`config.mk`:
```
export PLATFORM = sky130hd
export DESIGN_NAME = dfx_flags
export DESIGN_NICKNAME = d
export VERILOG_FILES = /design/src/hw/dfx_pkg.sv /design/src/hw/dfx_flags.sv
export VERILOG_INCLUDE_DIRS = /design/src /design/src/hw
export SDC_FILE = /design/constraint.sdc
export NUM_CORES = 1
export LEC_CHECK = 0
export ABC_AREA = 1
export BUFFER_PORTS_ARGS = -buffer_cell sky130_fd_sc_hd__buf_4
export CAP_MARGIN = 20
export CORE_MARGIN = 2
export CORE_UTILIZATION = 47
export DETAILED_ROUTE_END_ITERATION = 10
export PLACE_DENSITY = 0.64
export SLEW_MARGIN = 20
export SYNTH_ARGS = -nofsm -noshare
export SYNTH_HDL_FRONTEND = slang
export SYNTH_SLANG_ARGS = --single-unit
```
`constraint.sdc`:
```
create_clock -name sys_clk -period 3.91 [get_ports sys_clk]
set_input_delay 0.391 -clock sys_clk [delete_from_list [all_inputs] [get_ports sys_clk]]
set_output_delay 0.391 -clock sys_clk [all_outputs]
set_load 0.005 [all_outputs]
```
`src/hw/dfx_defines.svh`:
```
`ifndef DFX_DEFINES_SVH
`define DFX_DEFINES_SVH

// words of storage in the long-word memory behind port a
`define DFX_DEPTH 5'h10
// fill level at or below which an almost-empty flag goes low
`define DFX_AE_LEVEL 6'h04
// index of the last sub-transfer of a long word, word size
`define DFX_WORD_LAST 2'h1
// index of the last sub-transfer of a long word, byte size
`define DFX_BYTE_LAST 2'h3
// number of entries held by the output buffer
`define DFX_BUF_FULL 2'h2
// clocks after reset release before the straps are caught
`define DFX_CAP_WAIT 2'h2
// count of synchronised pin bits
`define DFX_PIN_W 52

`endif

```
`src/hw/dfx_pkg.sv`:
```
`default_nettype none
package dfx_pkg;
  // one 36-bit long word of port a
  typedef logic [35:0] dfx_long_t;
  // one 18-bit transfer of port b
  typedef logic [17:0] dfx_word_t;
  // fill count of a fifo
  typedef logic [4:0] dfx_cnt_t;
  // memory pointer
  typedef logic [3:0] dfx_ptr_t;
  // sub-transfer index inside a long word
  typedef logic [1:0] dfx_sub_t;
endpackage
`default_nettype wire

```
`src/hw/dfx_flags.sv`:
```
// Summary of operation
// - fall_through_timing: fifo1 ready rises next port-a cycle
// - sized port b: last sub-read frees space
// - standard: fifo1 full released next port-a cycle
// - fall_through_timing: fifo2 ready rises next port-c cycle
// - sized port c: last sub-write drops ready
// - standard: fifo2 full released next port-c cycle
// - sized port c: last sub-write asserts full
// - fifo1 almost-empty rises next port-b cycle
// - sized port b: last sub-read lowers almost-empty
// - fifo2 almost-empty rises next port-a cycle
// - sized port c: last sub-write counts for fifo2
// - output-register word counts as removed
// - writes ignored while full flag low
`timescale 1ns/1ps
`include "dfx_defines.svh"
`default_nettype none
module dfx_flags (
  input wire logic sys_clk,
  input wire logic nrst,
  input wire logic port_a_clock,
  input wire logic port_b_clock,
  input wire logic port_c_clock,
  input wire logic port_a_chip_select_n,
  input wire logic port_a_direction,
  input wire logic port_a_mailbox_select,
  input wire logic port_a_transfer_gate,
  input wire logic [35:0] port_a_data,
  input wire logic port_b_chip_select_n,
  input wire logic port_b_mailbox_select,
  input wire logic port_b_read_gate,
  input wire logic port_b_byte_size,
  input wire logic port_c_mailbox_select,
  input wire logic port_c_write_gate,
  input wire logic port_c_byte_size,
  input wire logic endian_select,
  input wire logic fall_through_timing,
  output logic fifo1_input_ready,
  output logic fifo1_full_n,
  output logic fifo2_input_ready,
  output logic fifo2_full_n,
  output logic fifo1_almost_empty_n,
  output logic fifo2_almost_empty_n,
  output logic [17:0] port_b_data
);

  // raw pin vector, all from outside this clock
  logic [`DFX_PIN_W-1:0] pins_raw;
  // first and second synchroniser stages
  logic [`DFX_PIN_W-1:0] sync1_r;
  logic [`DFX_PIN_W-1:0] sync2_r;
  // previous port clock levels for edge detection
  logic [2:0] clk_prev_r;
  // storage for fifo1 long words
  dfx_pkg::dfx_long_t mem [0:15];

  assign pins_raw = {port_a_clock, port_b_clock, port_c_clock, port_a_chip_select_n,
    port_a_direction, port_a_mailbox_select, port_a_transfer_gate,
    port_b_chip_select_n, port_b_mailbox_select, port_b_read_gate, port_b_byte_size,
    port_c_mailbox_select, port_c_write_gate, port_c_byte_size, endian_select,
    fall_through_timing, port_a_data};

  // two-flop synchroniser, only stage two is read
  // no reset, so the pipe holds the straps at release
  always_ff @(posedge sys_clk)
  begin
    sync1_r <= pins_raw;
    sync2_r <= sync1_r;
  end

  // previous port clock levels
  always_ff @(posedge sys_clk or negedge nrst)
  begin
    if (!nrst)
      clk_prev_r <= 3'h0;
    else
      clk_prev_r <= sync2_r[51:49];
  end

  // synchronised pin names
  logic a_cs_n, a_dir, a_mbx, a_gate, b_cs_n, b_mbx, b_gate, b_size;
  logic c_mbx, c_gate, c_size, endian_s, fall_through_timing_s;
  dfx_pkg::dfx_long_t a_data;
  assign {a_cs_n, a_dir, a_mbx, a_gate} = sync2_r[48:45];
  assign {b_cs_n, b_mbx, b_gate, b_size} = sync2_r[44:41];
  assign {c_mbx, c_gate, c_size, endian_s, fall_through_timing_s} = sync2_r[40:36];
  assign a_data = sync2_r[35:0];

  // state and next values
  logic [1:0] cap_cnt_r, cap_cnt_nxt;
  logic endian_r, endian_nxt, fall_through_timing_r, fall_through_timing_nxt;
  dfx_pkg::dfx_ptr_t wr_ptr_r, wr_ptr_nxt, rd_ptr_r, rd_ptr_nxt;
  dfx_pkg::dfx_cnt_t cnt1_r, cnt1_nxt, cnt2_r, cnt2_nxt;
  dfx_pkg::dfx_long_t buf0_r, buf0_nxt, buf1_r, buf1_nxt;
  logic [1:0] buf_cnt_r, buf_cnt_nxt;
  dfx_pkg::dfx_sub_t b_sub_r, b_sub_nxt, c_sub_r, c_sub_nxt;
  dfx_pkg::dfx_word_t b_data_r, b_data_nxt;
  logic f1_space_r, f1_space_nxt, f2_space_r, f2_space_nxt;
  logic f1_ae_n_r, f1_ae_n_nxt, f2_ae_n_r, f2_ae_n_nxt;

  // event terms
  logic live, a_edge, b_edge, c_edge;
  logic a_wr1, a_rd2, b_rd, b_last, pop_buf, fill, c_wr, c_last, c_commit;
  dfx_pkg::dfx_sub_t b_last_idx, c_last_idx, b_idx;
  logic [5:0] tot1, lvl1;
  dfx_pkg::dfx_word_t b_sel;

  // edges seen only after the straps are caught
  assign live = (cap_cnt_r == `DFX_CAP_WAIT);
  assign a_edge = live & sync2_r[51] & ~clk_prev_r[2];
  assign b_edge = live & sync2_r[50] & ~clk_prev_r[1];
  assign c_edge = live & sync2_r[49] & ~clk_prev_r[0];

  // fifo1 write only with flag high
  assign a_wr1 = a_edge & ~a_cs_n & a_dir & ~a_mbx & a_gate & f1_space_r
    & (cnt1_r != `DFX_DEPTH);
  assign a_rd2 = a_edge & ~a_cs_n & ~a_dir & ~a_mbx & a_gate & (cnt2_r != 5'h00);
  assign b_rd = b_edge & ~b_cs_n & ~b_mbx & b_gate & (buf_cnt_r != 2'h0);
  assign b_last_idx = b_size ? `DFX_BYTE_LAST : `DFX_WORD_LAST;
  // last sub-read frees the long word
  assign b_last = (b_sub_r == b_last_idx);
  assign pop_buf = b_rd & b_last;
  // memory feeds buffer while buffer has room
  assign fill = (cnt1_r != 5'h00) & (buf_cnt_r != `DFX_BUF_FULL);
  // fifo2 write at port c, ignored while full
  assign c_wr = c_edge & ~c_mbx & c_gate & f2_space_r;
  assign c_last_idx = c_size ? `DFX_BYTE_LAST : `DFX_WORD_LAST;
  assign c_last = (c_sub_r == c_last_idx);
  // long word counted on its last sub-write
  assign c_commit = c_wr & c_last & (cnt2_r != `DFX_DEPTH);

  // head of buffer is the output register
  assign tot1 = {1'b0, cnt1_r} + {4'h0, buf_cnt_r} - {5'h00, pop_buf};
  assign lvl1 = (tot1 != 6'h00) ? tot1 - 6'h01 : 6'h00;

  // sub-word pick, order set by the endian strap
  always_comb
  begin
    b_idx = endian_r ? b_sub_r : (b_last_idx - b_sub_r);
    b_sel = '0;
    if (!b_size)
      b_sel = b_idx[0] ? buf0_r[17:0] : buf0_r[35:18];
    else
    begin
      unique case (b_idx)
        2'h0: b_sel = {9'h000, buf0_r[35:27]};
        2'h1: b_sel = {9'h000, buf0_r[26:18]};
        2'h2: b_sel = {9'h000, buf0_r[17:9]};
        2'h3: b_sel = {9'h000, buf0_r[8:0]};
      endcase
    end
  end

  // strap capture after reset release
  always_comb
  begin
    cap_cnt_nxt = cap_cnt_r;
    endian_nxt = endian_r;
    fall_through_timing_nxt = fall_through_timing_r;
    if (!live)
    begin
      cap_cnt_nxt = cap_cnt_r + 2'h1;
      endian_nxt = endian_s;
      fall_through_timing_nxt = fall_through_timing_s;
    end
  end

  // fifo1 pointers, count and output buffer
  always_comb
  begin
    wr_ptr_nxt = wr_ptr_r + {3'h0, a_wr1};
    rd_ptr_nxt = rd_ptr_r + {3'h0, fill};
    cnt1_nxt = cnt1_r + {4'h0, a_wr1} - {4'h0, fill};
    buf0_nxt = buf0_r;
    buf1_nxt = buf1_r;
    buf_cnt_nxt = buf_cnt_r + {1'b0, fill} - {1'b0, pop_buf};
    if (pop_buf && fill && buf_cnt_r == 2'h1)
      buf0_nxt = mem[rd_ptr_r];
    else if (pop_buf)
      buf0_nxt = buf1_r;
    else if (fill && buf_cnt_r == 2'h0)
      buf0_nxt = mem[rd_ptr_r];
    if (fill && !(pop_buf && buf_cnt_r == 2'h1) && buf_cnt_r != 2'h0)
      buf1_nxt = mem[rd_ptr_r];
    // sub-read counter wraps on the last sub-read
    b_sub_nxt = b_sub_r;
    if (b_rd)
      b_sub_nxt = b_last ? 2'h0 : b_sub_r + 2'h1;
    b_data_nxt = b_rd ? b_sel : b_data_r;
  end

  // fifo2 count and sub-write counter
  always_comb
  begin
    cnt2_nxt = cnt2_r + {4'h0, c_commit} - {4'h0, a_rd2};
    c_sub_nxt = c_sub_r;
    if (c_wr)
      c_sub_nxt = c_last ? 2'h0 : c_sub_r + 2'h1;
  end

  // flags, each moved only on its own port edge
  always_comb
  begin
    f1_space_nxt = f1_space_r;
    f2_space_nxt = f2_space_r;
    f1_ae_n_nxt = f1_ae_n_r;
    f2_ae_n_nxt = f2_ae_n_r;
    // space seen at next port-a edge
    if (a_edge)
      f1_space_nxt = (cnt1_nxt != `DFX_DEPTH);
    // set low by the filling sub-write
    if (c_edge)
      f2_space_nxt = (cnt2_nxt != `DFX_DEPTH);
    // level judged at each port-b edge
    if (b_edge)
      f1_ae_n_nxt = (lvl1 > `DFX_AE_LEVEL);
    // level judged at each port-a edge
    if (a_edge)
      f2_ae_n_nxt = ({1'b0, cnt2_nxt} > `DFX_AE_LEVEL);
  end

  // memory write, no reset on storage
  always_ff @(posedge sys_clk)
  begin
    if (a_wr1)
      mem[wr_ptr_r] <= a_data;
  end

  // register all state
  always_ff @(posedge sys_clk or negedge nrst)
  begin
    if (!nrst)
    begin
      cap_cnt_r <= 2'h0;
      endian_r <= 1'b0;
      fall_through_timing_r <= 1'b0;
      wr_ptr_r <= 4'h0;
      rd_ptr_r <= 4'h0;
      cnt1_r <= 5'h00;
      cnt2_r <= 5'h00;
      buf0_r <= 36'h000000000;
      buf1_r <= 36'h000000000;
      buf_cnt_r <= 2'h0;
      b_sub_r <= 2'h0;
      c_sub_r <= 2'h0;
      b_data_r <= 18'h00000;
      f1_space_r <= 1'b0;
      f2_space_r <= 1'b0;
      f1_ae_n_r <= 1'b0;
      f2_ae_n_r <= 1'b0;
    end
    else
    begin
      cap_cnt_r <= cap_cnt_nxt;
      endian_r <= endian_nxt;
      fall_through_timing_r <= fall_through_timing_nxt;
      wr_ptr_r <= wr_ptr_nxt;
      rd_ptr_r <= rd_ptr_nxt;
      cnt1_r <= cnt1_nxt;
      cnt2_r <= cnt2_nxt;
      buf0_r <= buf0_nxt;
      buf1_r <= buf1_nxt;
      buf_cnt_r <= buf_cnt_nxt;
      b_sub_r <= b_sub_nxt;
      c_sub_r <= c_sub_nxt;
      b_data_r <= b_data_nxt;
      f1_space_r <= f1_space_nxt;
      f2_space_r <= f2_space_nxt;
      f1_ae_n_r <= f1_ae_n_nxt;
      f2_ae_n_r <= f2_ae_n_nxt;
    end
  end

  // flag pins per timing mode, unused pin parked inactive
  assign fifo1_input_ready = fall_through_timing_r & f1_space_r;
  assign fifo1_full_n = fall_through_timing_r | f1_space_r;
  assign fifo2_input_ready = fall_through_timing_r & f2_space_r;
  assign fifo2_full_n = fall_through_timing_r | f2_space_r;
  assign fifo1_almost_empty_n = f1_ae_n_r;
  assign fifo2_almost_empty_n = f2_ae_n_r;
  assign port_b_data = b_data_r;

endmodule
`default_nettype wire

```
==> reports/results.ini <==
[critical_path]
cp_max_fo = 6
reg2reg_depth = 16
crit_path_cell_trace = inv_1 -> ha_1 -> nand3b_1 -> nor4_1 -> nand2_1 -> a21oi_1 -> o211ai_1 -> ha_1 -> inv_1 -> ha_1 -> inv_1 -> fa_1 -> inv_1 -> or2_2 -> nor3_1 -> a32oi_1
startpoint_type = flop
crit_slowest_cell = fa_1
crit_family = adder cells
cp.depth = 16
worstSetupEndpointType = flop
critPathBufInv = 4
slowest_delay_ns = 0.50
crit_required_ns = 4.40
critPathArrivalTime_ns = 3.97
cpMostUsedCell = inv_1
critPathKind = flop to flop

[synth]
ys.flop_type = edfxtp_1
synth_nets = 2831
synth-seq-cells = 805
yosys.cell_types.count = 38
ys_warn_count = 0
syn_area_per_cell_um2 = 11.6
synth-seq-area-share_pct = 70.6
async_flop_share_pct = 15.5
synth_edf_count = 576
synth_cells = 2746
synth_area_mm2 = 0.0319

[placement]
routabilityCongestion = 0.826
dp_hpwl_um = 40000
portBuffers = 77
post_dp_cell_area_mm2 = 0.0337

[grt]
grt_pass1_vias = 19200
grt_use_met1_pct = 27.9
antenna_found_initial = 2
grt_use_met2_pct = 33.1
grt_max_degree = 164
grt_first_pass_wirelength_um = 110000
track_usage_pct = 20.2
grt_use_met3_pct = 3.39
busiest_layer = met2
grt_overflow = 0

[cells_and_area]
num-nets-final = 2946
stdcell_area_mm2 = 0.0369
area_growth_pct = 15.8
post-route-util_pct = 55.0
layout_commonest_cell = edfxtp_1
antenna_cells = 0
final_cell_mix = edfxtp_1 (576), nand2_1 (433), inv_1 (383)
drive_gt1_share_pct = 9.86

[floorplanning]
pin_count = 78
die_width_um = 264
core_mm2 = 0.0672
design.die.area_mm2 = 0.0699
core.rowCount = 95
die_h_um = 264
start_util_pct = 47.5

[power]
leakage_nw = 14.5
cellPowerDensity_mw_per_mm2 = 722
peakVddDrop_uv = 492
total_power_mw = 26.7

[sta]
slew_headroom_pct = 31.9
tightest_slew_ns = 1.02
drv_slew = 0
finalHoldViolCount = 0
fmax_mhz = 287
finalSetupViolCount = 0
layout_min_cycle_time_ns = 3.48
fin_crit_sh_pct = 89.0
finClkSkew_ns = 0.0274
finalSetupTns_ns = 0
rsz0062_at_grt = false
whs_ns = 0.324

[drt]
drc_errors = 0
drt-total-wl_um = 70200
num_vias = 19900
drt_iter0_markers = 1603
dr.pass1.iters = 5
drtAntennaViolNets = 0
routedWlPerCell_um = 18.5
viasPerCell = 5.24

[cts]
insertion_delay_ns = 0.63
cts-root-buf = clkbuf_16
cts.htree.levels = 3
cts_buffer_depth = 3
clock-sinks = 805
cts_tree = done
cts_made_buffers = 83
clk_pin_slew_ns = 0.06

[run_status]
status = finished clean

[flow_run]
maxCapViolations = 0

[min_path]
whs_path_depth = 0
hold_class = flop to flop

## cell families after synthesis
kind of cell | synth area share, %
XOR/XNOR | 0.440
flip-flops | 70.6
AND/OR/NAND/NOR | 10.2
multiplexers | 0.283
buffers and inverters | 6.70
AO/OA/AOI/OAI | 10.4
adder cells (fa/ha/maj) | 1.29
## cells in the mapped netlist, types with 2 or more instances
cell | instances | area (µm²)
nand2_2 | 2 | 12.5
nand2_1 | 433 | 1630
o21ai_0 | 197 | 986
inv_1 | 383 | 1440
dfrtp_1 | 125 | 3130
o211ai_1 | 149 | 1120
o21ai_2 | 12 | 105
fa_1 | 3 | 60.1
a21oi_1 | 183 | 916
dfxtp_1 | 104 | 2080
xnor2_1 | 5 | 43.8
buf_1 | 25 | 93.8
nand3_1 | 243 | 1220
nor3_1 | 3 | 15.0
buf_6 | 3 | 33.8
xor2_1 | 11 | 96.3
buf_2 | 54 | 270
ha_1 | 28 | 350
edfxtp_1 | 576 | 17300
nor2_1 | 78 | 293
inv_2 | 6 | 22.5
mux2i_1 | 9 | 90.1
clkbuf_1 | 55 | 206
o21ai_1 | 30 | 150
buf_4 | 9 | 67.6
nand4_1 | 8 | 50.1
## worst paths after layout
path	from	to	slack [ns]
setup / recovery	cap_cnt_r[0]	f2_space_r	0.43
hold / removal	sync1_r[9]	sync2_r[9]	0.32
setup reg to reg	cap_cnt_r[0]	f2_space_r	0.43
hold reg to reg	sync1_r[9]	sync2_r[9]	0.32
max in group asynchronous	nrst	cnt2_r[0]	2.50
min in group asynchronous	nrst	buf0_r[15]	0.42
## worst reg2reg max path: stages (launching register included)
cell and delay (ns):
dfrtp_1 0.39, inv_1 0.06, ha_1 0.27, nand3b_1 0.17, nor4_1 0.36, nand2_1 0.12
a21oi_1 0.18, o211ai_1 0.12, ha_1 0.30, inv_1 0.06, ha_1 0.15, inv_1 0.06
fa_1 0.50, inv_1 0.05, or2_2 0.28, nor3_1 0.18, a32oi_1 0.13
## routing by layer
layer	vias to the layer above	part of all wire, %	routed length [µm]
li1	9658	-	-
met1	9611	44	31000
met2	559	48	33700
met3	93	6.0	4200
met4	2	1.9	1360
met5	-	0.017	12
## power breakdown
group          leakage, nW  internal (mW)  switching, mW
Sequential            7.57           9.84          0.711
Clock                 1.33           4.62           3.24
Combinational         5.62           2.81           5.44
## state kept, by name, summed over array words and instances (netlist names), 2 cells and up
register	flops
cnt2_r	5
b_sub_r	2
buf1_r	36
buf0_r	36
c_sub_r	2
sync1_r	52
clk_prev_r	3
buf_cnt_r	2
port_b_data	18
cap_cnt_r	2
cnt1_r	5
sync2_r	52
wr_ptr_r	4
mem	576
rd_ptr_r	4
## timing repair
item	4_1_cts	5_1_grt
hold buffers	53	0
endpoints found under the hold margin	150	0
gates resized for setup	0	0
setup buffers	0	0
## final cells by class
class	count	area [µm²]
Fill cell	5503	30200
Sequential cell	805	22500
Clock inverter	39	413
Tap cell	873	1090
Multi-Input combinational cell	1405	7350
Timing Repair Buffer	176	1760
Clock buffer	116	2310
Inverter	390	1470
## through the flow
step	instances	setup slack, ns
after detailed placement	3596	0.420
after global placement	3596	0.506
after global routing	3804	0.0843
final	3804	0.430
after floorplan	2746	0.307
after CTS	3804	0.403
(Power assumes the default switching activity.)
